===== src/rtl/e1_framer_map.svh =====
// register map, field positions, reset values and frame counts of the e1 framer
`ifndef E1_FRAMER_MAP_SVH
`define E1_FRAMER_MAP_SVH
`define A_CTRL      8'h00
`define A_TXSW      8'h04
`define A_STAT      8'h08
`define A_FEC       8'h0C
`define CTRL_RST    12'h000
`define TXSW_RST    12'h0FB
`define C_THR4      0
`define C_SVCDIS    1
`define C_ALARM_SIGNAL_DISABLE      2
`define C_AUTORA    3
`define C_FAREN     4
`define C_FRS       5
`define C_TT0       6
`define C_FREE      7
`define C_RFS       8
`define C_RX_INTERWORKING_SELECT     10
`define C_XFS       11
`define T_SIS       0
`define T_SIF       1
`define T_RA        2
`define T_NAT       3
`define T_MSIF      8
`define T_MSIS      9
`define T_MRA       10
`define T_MNAT      11
`define S_LFA       0
`define S_LFAST     1
`define S_FARST     2
`define S_MONST     3
`define S_ONES      4
`define S_SHORT     5
`define S_RA        6
`define S_NAT       8
`define FAS_WORD    7'h1B
`define FRAME_LAST  8'hFF
`define TS0_LAST    8'h07
`define ZERO_LIMIT  6'h1F
`define FEC_MAX     16'hFFFF
`endif


===== src/rtl/e1_framer_pkg.sv =====
// types of the e1 doubleframe framer
package e1_framer_pkg;
	typedef enum logic [1:0] {ST_SRCH, ST_NFAS, ST_FAS2, ST_SYNC} sync_t;
	typedef struct packed {
		logic [11:0] ctrl;
		logic [11:0] txsw;
		logic [31:0] rdata;
		logic [7:0]  tx_pos;
		logic        tx_fas;
		logic        tx_bit;
		logic        pol;
		logic        line_a;
		logic        line_b;
		logic        oe_n;
		logic [5:0]  zero_run;
		logic        ones_fault;
		logic        short;
		logic        mon_st;
		logic [7:0]  sr;
		logic [7:0]  rx_pos;
		sync_t       fsm;
		logic        fas_exp;
		logic [2:0]  fas_bad;
		logic [2:0]  nfas_bad;
		logic [15:0] fec;
		logic        loss_of_alignment;
		logic        lfa_st;
		logic        far_st;
		logic        rx_ra;
		logic [4:0]  rx_nat;
		logic        rx_out;
	} state_t;
endpackage


===== src/rtl/e1_doubleframe_framer.sv =====
// e1 doubleframe framer: ts0 synthesis, receive alignment, transmit line monitor
//Function
//- compare driven line pulses with monitor inputs
//- shorted line puts both outputs high impedance
//- over 31 zeros flags fault, monitor event
//- frame is 256 bits, 32 slots of 8
//- slot numbers pass through unchanged
//- doubleframe after reset, separate format fields
//- service word holds Si, A, Sa4..Sa8
//- service word bit 2 sent as one
//- remote alarm bit zero normally, one alarmed
//- full ts0 transparency takes ts0 from input
//- masks pass Si, A, Sa fields through
//- alignment flag and framing error counter
//- loss after 3 or 4 bad words
//- bad service word when bit 2 zero
//- loss of alignment sets sticky status
//- out of alignment freezes counts and status
//- out of alignment sends all ones, disableable
//- resync automatic, forced resync via control
//- sync needs fas, service, fas sequence
//- failed check restarts search after fas
//- recovery sets enabled sticky status
//- auto remote alarm follows loss of alignment
`timescale 1ns/1ns
`default_nettype none
`include "e1_framer_map.svh"
module e1_doubleframe_framer
	import e1_framer_pkg::*;
(
	// clock, reset and line bit strobe
	input  wire logic        i_clk,
	input  wire logic        i_rst_n,
	input  wire logic        i_bit_en,
	// transmit side
	input  wire logic        i_tx_system_data_in,
	output var  logic        o_tx_line_out_a,
	output var  logic        o_tx_line_out_b,
	output var  logic        o_tx_line_oe_n,
	input  wire logic        i_tx_monitor_in_a,
	input  wire logic        i_tx_monitor_in_b,
	// receive side
	input  wire logic        i_rx_line_data,
	output var  logic        o_rx_sys_data,
	output var  logic        o_loss_of_alignment,
	// register port
	input  wire logic [7:0]  i_addr,
	input  wire logic [31:0] i_wdata,
	input  wire logic        i_wr,
	input  wire logic        i_rd,
	output var  logic [31:0] o_rdata
);
	state_t r;
	state_t n;

	logic       b;
	logic       nat_now;
	logic       wr_ctrl;
	logic       wr_txsw;
	logic       wr_stat;
	logic       force_resync;
	logic       mon_ev;
	logic [7:0] nsr;
	logic [2:0] thr;

	always_comb begin
		n = r;
		b = 1'b0;
		nat_now = 1'b0;
		nsr = {r.sr[6:0], i_rx_line_data};
		thr = r.ctrl[`C_THR4] ? 3'h4 : 3'h3;
		wr_ctrl = i_wr && (i_addr == `A_CTRL);
		wr_txsw = i_wr && (i_addr == `A_TXSW);
		wr_stat = i_wr && (i_addr == `A_STAT);
		force_resync = wr_ctrl && i_wdata[`C_FRS];
		mon_ev = 1'b0;
		// register writes; force resync is a pulse and never stored
		if (wr_ctrl) begin
			n.ctrl = i_wdata[11:0] & ~(12'h001 << `C_FRS);
		end
		if (wr_txsw) begin
			n.txsw = i_wdata[11:0];
		end
		n.rdata = 32'h0000_0000;
		if (i_rd) begin
			unique case (i_addr)
				`A_CTRL: n.rdata = {20'h0_0000, r.ctrl};
				`A_TXSW: n.rdata = {20'h0_0000, r.txsw};
				`A_STAT: n.rdata = {19'h0_0000, r.rx_nat, 1'b0, r.rx_ra, r.short, r.ones_fault,
					r.mon_st, r.far_st, r.lfa_st, r.loss_of_alignment};
				`A_FEC:  n.rdata = {16'h0000, r.fec};
				default: n.rdata = 32'h0000_0000;
			endcase
		end
		// transmit ts0 synthesis; other slots pass with the same number
		if (r.tx_pos <= `TS0_LAST && !r.ctrl[`C_TT0]) begin
			if (r.tx_fas) begin
				if (r.tx_pos == 8'h00) begin
					b = r.txsw[`T_MSIF] ? i_tx_system_data_in : r.txsw[`T_SIF];
				end else begin
					b = 1'(`FAS_WORD >> (3'h7 - r.tx_pos[2:0]));
				end
			end else begin
				unique case (r.tx_pos[2:0])
					3'h0: b = r.txsw[`T_MSIS] ? i_tx_system_data_in : r.txsw[`T_SIS];
					3'h1: b = 1'b1;
					3'h2: begin
						if (r.txsw[`T_MRA]) begin
							b = i_tx_system_data_in;
						end else if (r.ctrl[`C_AUTORA]) begin
							b = r.loss_of_alignment;
						end else begin
							b = r.txsw[`T_RA];
						end
					end
					default: begin
						nat_now = r.txsw[`T_NAT + 32'(r.tx_pos[2:0]) - 3];
						b = r.txsw[`T_MNAT] ? i_tx_system_data_in : nat_now;
					end
				endcase
			end
		end else begin
			b = i_tx_system_data_in;
		end
		if (i_bit_en) begin
			// 256 bit frames, fas and service frames alternate
			n.tx_pos = r.tx_pos + 8'h01;
			if (r.tx_pos == `FRAME_LAST) begin
				n.tx_fas = ~r.tx_fas;
			end
			n.tx_bit = b;
			// ami on two rails; a short must not be fed further pulses
			n.line_a = b && !r.pol && !r.short;
			n.line_b = b && r.pol && !r.short;
			if (b) begin
				n.pol = ~r.pol;
			end
			// a driven rail that the monitor does not see back means a short
			if (!r.oe_n && (r.line_a != i_tx_monitor_in_a || r.line_b != i_tx_monitor_in_b)) begin
				n.short = 1'b1;
			end
			if (b) begin
				n.zero_run = 6'h00;
				n.ones_fault = 1'b0;
			end else if (r.zero_run != 6'h3F) begin
				n.zero_run = r.zero_run + 6'h01;
			end
			if (!b && r.zero_run >= `ZERO_LIMIT) begin
				n.ones_fault = 1'b1;
			end
			// receive path, one bit of latency, ais while unaligned
			n.rx_out = (r.loss_of_alignment && !r.ctrl[`C_ALARM_SIGNAL_DISABLE]) ? 1'b1 : i_rx_line_data;
			n.sr = nsr;
			n.rx_pos = r.rx_pos + 8'h01;
			unique case (r.fsm)
				ST_SRCH: begin
					if (nsr[6:0] == `FAS_WORD) begin
						n.rx_pos = `TS0_LAST;
						n.fsm = ST_NFAS;
					end
				end
				ST_NFAS: begin
					if (n.rx_pos == `TS0_LAST) begin
						n.fsm = nsr[6] ? ST_FAS2 : ST_SRCH;
					end
				end
				ST_FAS2: begin
					if (n.rx_pos == `TS0_LAST) begin
						if (nsr[6:0] == `FAS_WORD) begin
							n.fsm = ST_SYNC;
							n.loss_of_alignment = 1'b0;
							n.fas_exp = 1'b0;
							n.fas_bad = 3'h0;
							n.nfas_bad = 3'h0;
							n.far_st = r.far_st || r.ctrl[`C_FAREN];
						end else begin
							n.fsm = ST_SRCH;
						end
					end
				end
				ST_SYNC: begin
					if (n.rx_pos == `TS0_LAST) begin
						n.fas_exp = ~r.fas_exp;
						if (r.fas_exp) begin
							if (nsr[6:0] == `FAS_WORD) begin
								n.fas_bad = 3'h0;
							end else begin
								n.fas_bad = r.fas_bad + 3'h1;
								if (r.fec != `FEC_MAX) begin
									n.fec = r.fec + 16'h0001;
								end
							end
						end else begin
							n.rx_ra = nsr[5];
							n.rx_nat = nsr[4:0];
							if (nsr[6] || r.ctrl[`C_SVCDIS]) begin
								n.nfas_bad = 3'h0;
							end else begin
								n.nfas_bad = r.nfas_bad + 3'h1;
							end
						end
						if (n.fas_bad >= thr || n.nfas_bad >= thr) begin
							n.fsm = ST_SRCH;
							n.loss_of_alignment = 1'b1;
							n.lfa_st = 1'b1;
						end
					end
				end
			endcase
		end
		// forced resync drops alignment; search restarts at once
		if (force_resync && r.fsm != ST_SRCH) begin
			n.fsm = ST_SRCH;
			if (!r.loss_of_alignment) begin
				n.lfa_st = 1'b1;
			end
			n.loss_of_alignment = 1'b1;
		end
		mon_ev = (n.ones_fault && !r.ones_fault) || (n.short && !r.short);
		// status clears by writing one; a new event in the same cycle wins
		if (wr_stat) begin
			n.lfa_st = n.lfa_st && !(i_wdata[`S_LFAST] && !(n.loss_of_alignment && !r.loss_of_alignment));
			n.far_st = n.far_st && !(i_wdata[`S_FARST] && !(n.fsm == ST_SYNC && r.fsm != ST_SYNC));
			n.mon_st = r.mon_st && !i_wdata[`S_MONST];
			if (i_wdata[`S_SHORT] && !(n.short && !r.short)) begin
				n.short = 1'b0;
			end
		end
		if (mon_ev) begin
			n.mon_st = 1'b1;
		end
		n.oe_n = n.short;
		// a latched short keeps both rails low so nothing drives into the fault
		if (n.short) begin
			n.line_a = 1'b0;
			n.line_b = 1'b0;
		end
	end

	always_ff @(posedge i_clk or negedge i_rst_n) begin
		if (!i_rst_n) begin
			r <= '{ctrl: `CTRL_RST, txsw: `TXSW_RST, fsm: ST_SRCH, loss_of_alignment: 1'b1, default: '0};
		end else begin
			r <= n;
		end
	end

	assign o_tx_line_out_a = r.line_a;
	assign o_tx_line_out_b = r.line_b;
	assign o_tx_line_oe_n = r.oe_n;
	assign o_rx_sys_data = r.rx_out;
	assign o_loss_of_alignment = r.loss_of_alignment;
	assign o_rdata = r.rdata;
endmodule
`default_nettype wire


===== config.mk =====
export PLATFORM = sky130hd
export DESIGN_NAME = e1_doubleframe_framer
export DESIGN_NICKNAME = d
export VERILOG_FILES = /design/src/rtl/e1_framer_pkg.sv /design/src/rtl/e1_doubleframe_framer.sv
export VERILOG_INCLUDE_DIRS = /design/src /design/src/rtl
export SDC_FILE = /design/constraint.sdc
export NUM_CORES = 1
export LEC_CHECK = 0
export BUFFER_PORTS_ARGS = -buffer_cell sky130_fd_sc_hd__buf_2
export CELL_PAD_IN_SITES_DETAIL_PLACEMENT = 0
export CELL_PAD_IN_SITES_GLOBAL_PLACEMENT = 2
export CORE_ASPECT_RATIO = 1.4
export CORE_MARGIN = 4
export CORE_UTILIZATION = 40
export DETAILED_ROUTE_END_ITERATION = 12
export GPL_ROUTABILITY_DRIVEN = 0
export PLACE_DENSITY_LB_ADDON = 0.1
export SLEW_MARGIN = 20
export SYNTH_ARGS = -nofsm -noshare
export SYNTH_HDL_FRONTEND = slang
export SYNTH_SLANG_ARGS = --single-unit

===== constraint.sdc =====
create_clock -name i_clk -period 4.8 [get_ports i_clk]
set_input_delay 0.48 -clock i_clk [delete_from_list [all_inputs] [get_ports i_clk]]
set_output_delay 0.48 -clock i_clk [all_outputs]
set_load 0.05 [all_outputs]

After elaboration in Yosys (flattened, before gate mapping)
Cells that the tools add are included.
{"block": "totals", "reg_bits": 125, "latchBits": 0, "ramBits": 0, "rom_bits": 0, "output_inout_bits": 37, "word_cells": 187, "n_memories": 0}
{"block": "op_classes", "n_addsub": 9, "mul": 0, "div_mod_pow": 0, "n_lt_le_gt_ge": 5, "eq_ne": 20, "n_shift": 1, "mux": 67, "bitwise_logic": 4, "reduce_logical": 56}
{"op": "$mux W16", "n": 5}
{"op": "$pmux W16 S4", "n": 1}
{"op": "$mux W35", "n": 1}
{"op": "$mux W3", "n": 11}
{"op": "$lt A32 B5 Y1 const B", "n": 1}
{"op": "$mux W6", "n": 5}
{"op": "$mux W27", "n": 1}
{"op": "$mux W2", "n": 12}
{"op": "$logic_and A1 B1 Y1", "n": 23}
{"op": "$mux W1", "n": 22}
{"op": "$add A16 B1 Y16 const B", "n": 1}
{"op": "$add A8 B1 Y8 const B", "n": 2}
{"op": "$eq A8 B3 Y1 const B", "n": 2}
{"op": "$eq A8 B4 Y1 const B", "n": 2}
{"op": "$logic_not A8 Y1", "n": 2}
{"op": "$ne A16 B16 Y1 const B", "n": 1}
{"op": "$pmux W7 S2", "n": 1}
{"op": "$logic_not A1 Y1", "n": 13}
{"op": "$mux W10", "n": 1}
{"op": "$reduce_bool A2 Y1", "n": 5}
{"op": "$mux W9", "n": 1}
{"op": "$eq A8 B8 Y1 const B", "n": 1}
{"op": "$le A8 B3 Y1 const B", "n": 1}
{"op": "$mux W8", "n": 1}
{"op": "29 further kinds", "n": 46}

Depth between registers and ports, before layout
{"block": "depth", "ltp_word": 20, "ltp_mapped": 13, "ltp_nobuf": 13}

Worst setup path after synthesis
Ideal clock, no wire load.
{"block": "synth_path", "path_type": "flip-flop to flip-flop", "startpoint": "reg r (netlist bit nsr[6])", "endpoint": "reg r[7] (netlist bit)", "setup_ns": 0.065, "arrival_ns": 2.735, "slack_ns": 2.000, "path_stages_with_launch": 14, "period_less_slack_ns": 2.800, "cell_sequence": "dfrtp_1 -> nand4bb_1 -> or3_1 -> clkbuf_1 -> nand2_1 -> mux2_2 -> ha_1 -> nor2_1 -> a21oi_1 -> nor4_1 -> a21oi_1 -> mux2_2 -> nor3_1 -> o21a_1"}
{"item": "from (decl)", "line_no": "e1_doubleframe_framer.sv:53", "source": "state_t r;"}
{"item": "from (signal assigned)", "line_no": "e1_doubleframe_framer.sv:244", "source": "r <= n;"}

==> summary.txt <==
Run status
  – Status: finished, final reports clean

Global routing
  – Total gr overflow: 0
  – Number of antenna violations at the first check in global routing: 0
  – First-pass GRT wire length: roughly 21000 um
  – Global Route Usage Sum: around 17%
  – Pin count of the biggest net entering global routing: 65
  – Vias in the first global route: approximately 4000

Yosys
  – Top_reg_cell synth: dfrtp_1
  – Combinational family with the most area after synthesis: simple AND/OR/NAND/NOR gates
  – Adder-Cell Fraction of Synth Area: around 3.5%
  – Ys async rst share: 100%
  – Complex-gate fraction of the synthesized area: just over 8%
  – FF+latch count, synth: 109
  – Seq/Total Area, Yosys: 47.6%
  – Netlist Area Pre-Place: 0.00575 mm^2
  – Yosys warns: 0
  – Syn Area/Cell: approximately 11 um^2
  – Post-Synth Simple-Gate Area: between 15 and 20%
  – Netlist cell types: 53
  – Synth Instances: approximately 520
  – EDFF count, synth: 0
  – Synth Area in XOR/XNOR: approximately 5.2%
  – Multiplexer share of the synthesized area: a little over an eighth

Timing
  – RSZ-0062 raised after global routing: no
  – Fin crit period: between 3 and 4 ns
  – Final Cycle Share: around 68%
  – Final setup fails: 0
  – Final hold violations: 0
  – Layout Skew: approximately 0.0094 ns
  – Total negative slack: 0 ns
  – Rel. slew slack: between 20% and 30%
  – Final Max Tran Viols: 0
  – Max Clk Rate: roughly 300 MHz
  – Worst Tran Pin Value: around 1.0 ns

Place
  – HPWL after DPL: ~9500 um
  – Port buffer count: 49
  – Placed cell area: around 0.006 mm^2

Clocking
  – # H-tree levels: 3
  – Root Driver: clkbuf_16
  – Reg clk slew, reported paths: around 0.070 ns
  – Clk_lat worst skew: ~0.35 ns
  – Num CTS Buffers: 9
  – Post-CTS setup buffers: 0
  – CTS Hold Bufs: 0
  – CTS tree: yes
  – Clock Sinks: about 110
  – Cts repair resizes: 0
  – CTS Buffer Depth: 2

Drt
  – Antenna-violating nets left: 0
  – Wire per inst: approximately 17 um
  – WL final: ~13000 um
  – Initial DRT Pass Iterations: 4
  – Number of remaining DRC errors: 0
  – Vias: between 3000 and 4000
  – First DRT Iteration DRCs: ~150
  – Avg Vias per Cell: 5.23

Floorplanning
  – Initial Utilization: 41.0%
  – Die H: roughly 150 um
  – Die area: ~0.016 mm^2
  – I/O pin total: 86
  – Die width: around 110 um
  – Core area: between 0.01 and 0.015 mm^2
  – Row count: 51

Run
  – Total of max-cap violations: 0

Final layout
  – Synth-to-Final Area Change: 9.22%
  – Design area: roughly 0.0063 mm^2
  – Share of cells above drive strength 1: about a quarter
  – Antenna cells: 0
  – Filler cells: 1383
  – Final #Nets: a little over 600

Critical path
  – Required @ worst endpoint: around 5.1 ns
  – Nature of the critical path endpoint: flop
  – Crit path launch type: flop
  – Critical path class: flop to flop
  – Maximum fanout along the worst path: 8
  – Cells on worst reg2reg path: 12
  – Arr. time, crit path: approximately 3.5 ns

Power
  – Leakage: 2.88 nW
  – Worst vdd ir: between 0.2 and 0.25 mV
  – Total power: approximately 2.4 mW
  – Cell Pwr Density: approximately 380 mW/mm^2

Worst hold path
  – Worst min-delay path class: primary input to async pin
[power breakdown]
| group | total (mW) | switching, mW | leakage (nW) | internal, mW |
|---|---|---|---|---|
| Clock | 0.765 | 0.351 | 0.144 | 0.414 |
| Combinational | 0.445 | 0.249 | 1.31 | 0.196 |
| Sequential | 1.17 | 0.147 | 1.42 | 1.02 |
| Total | 2.38 | 0.746 | 2.88 | 1.63 |
[synth_stat cells, types with 3 or more instances]
cell type | count | share of area [%]
dfrtp_1 | 101 | 44
nand2_1 | 44 | 2.9
mux2_2 | 39 | 7.6
nor2_1 | 37 | 2.4
buf_4 | 32 | 4.2
xnor2_1 | 27 | 4.1
o21ai_0 | 23 | 2.0
a21oi_1 | 20 | 1.7
nand3_1 | 17 | 1.5
clkbuf_1 | 16 | 1.0
ha_1 | 16 | 3.5
inv_1 | 15 | 0.98
nand4_1 | 13 | 1.4
mux4_2 | 12 | 4.7
nor2b_1 | 11 | 1.2
and3_1 | 9 | 0.98
dfstp_2 | 8 | 3.7
nor3_1 | 8 | 0.70
o31ai_1 | 8 | 1.0
mux2i_1 | 6 | 1.0
and2_1 | 5 | 0.54
xor2_1 | 5 | 0.76
a31oi_1 | 4 | 0.43
and4_1 | 3 | 0.46
nand2b_1 | 3 | 0.33
nor3b_1 | 3 | 0.39
nor4_1 | 3 | 0.33
o21a_1 | 3 | 0.39
[metal layers]
metal,vias to the layer above,track usage [%],wire length [um]
met5,-,0,0
met4,0,6.55,245
met3,14,2.46,505
met2,79,28.0,6420
met1,1914,22.1,5710
li1,1865,-,-
[through the flow]
stage	std cells	setup slack (ns)	utilization (%)	hold slack (ns)
after global routing	740	1.26	44.8	0.305
after global placement	724	1.49	42.6	0.475
after detailed placement	724	1.49	42.6	0.483
final	740	1.55	44.8	0.235
after CTS	740	1.48	44.8	0.270
after floorplan	539	2.00	-	0.184
[flip-flops by register name, indices dropped and copies added (netlist names)]
name and flops:
nsr 6, o_loss_of_alignment 1, o_rdata 16, o_rx_sys_data 1
o_tx_line_out_a 1, o_tx_line_out_b 1, r 83
[placed cells by master (no fill, tap or decap), types with 4 or more instances in the layout]
cell | Yosys | routed
a21oi_1 | 20 | 20
a31oi_1 | 4 | 4
and2_1 | 5 | 5
and3_1 | 9 | 9
buf_2 | 2 | 48
clkbuf_16 | 0 | 9
conb_1 | 1 | 16
dfrtp_1 | 101 | 101
dfstp_2 | 8 | 8
ha_1 | 16 | 16
inv_1 | 15 | 15
mux2_2 | 39 | 39
mux2i_1 | 6 | 6
mux4_2 | 12 | 12
nand2_1 | 44 | 44
nand3_1 | 17 | 17
nand4_1 | 13 | 13
nor2_1 | 37 | 37
nor2b_1 | 11 | 11
nor3_1 | 8 | 8
o21ai_0 | 23 | 23
o31ai_1 | 8 | 8
xnor2_1 | 27 | 27
xor2_1 | 5 | 5
[critical path, cell delays in order (launching register included)]
cell and delay, ns:
dfrtp_1 0.45, nand4bb_1 0.24, or3_1 0.47, nand2_1 0.19, mux2_2 0.19, ha_1 0.23
nor2_1 0.10, a21oi_1 0.07, nor4_1 0.48, a21oi_1 0.14, mux2_2 0.28, nor3_1 0.19
o21a_1 0.16
[area by class of cell]
cell class	instances	area [um^2]	share of cell area (%)
well taps	185	231	3.68
repair buffers	51	263	4.18
flip-flops and latches	109	2740	43.6
clock inverters	5	68.8	1.10
inverters	15	56.3	0.896
multi-input cells	364	2690	42.9
clock buffers	11	233	3.70
[kinds of logic after synthesis]
group / Yosys count
compound gates: 74
xor+xnor: 33
fa+ha+maj: 16
buf+inv: 66
flops: 109
mux: 57
other cells: 1
simple gates: 168
[path summary, 6_finish.rpt]
kind	to	start	slack [ns]
max in group asynchronous	r[5]$_DFFE_PN0P_	i_rst_n	3.46
hold / removal	o_rdata[14]$_DFF_PN0_	i_rst_n	0.23
min in group i_clk	r[122]$_DFFE_PN0P_	i_wdata[4]	0.37
setup reg to reg	r[7]$_DFF_PN0_	nsr[6]$_DFFE_PN0P_	1.55
hold reg to reg	r[25]$_DFFE_PN0P_	r[25]$_DFFE_PN0P_	0.50
setup / recovery	r[7]$_DFF_PN0_	nsr[6]$_DFFE_PN0P_	1.55
No activity file was read; power rests on OpenSTA's default activity.
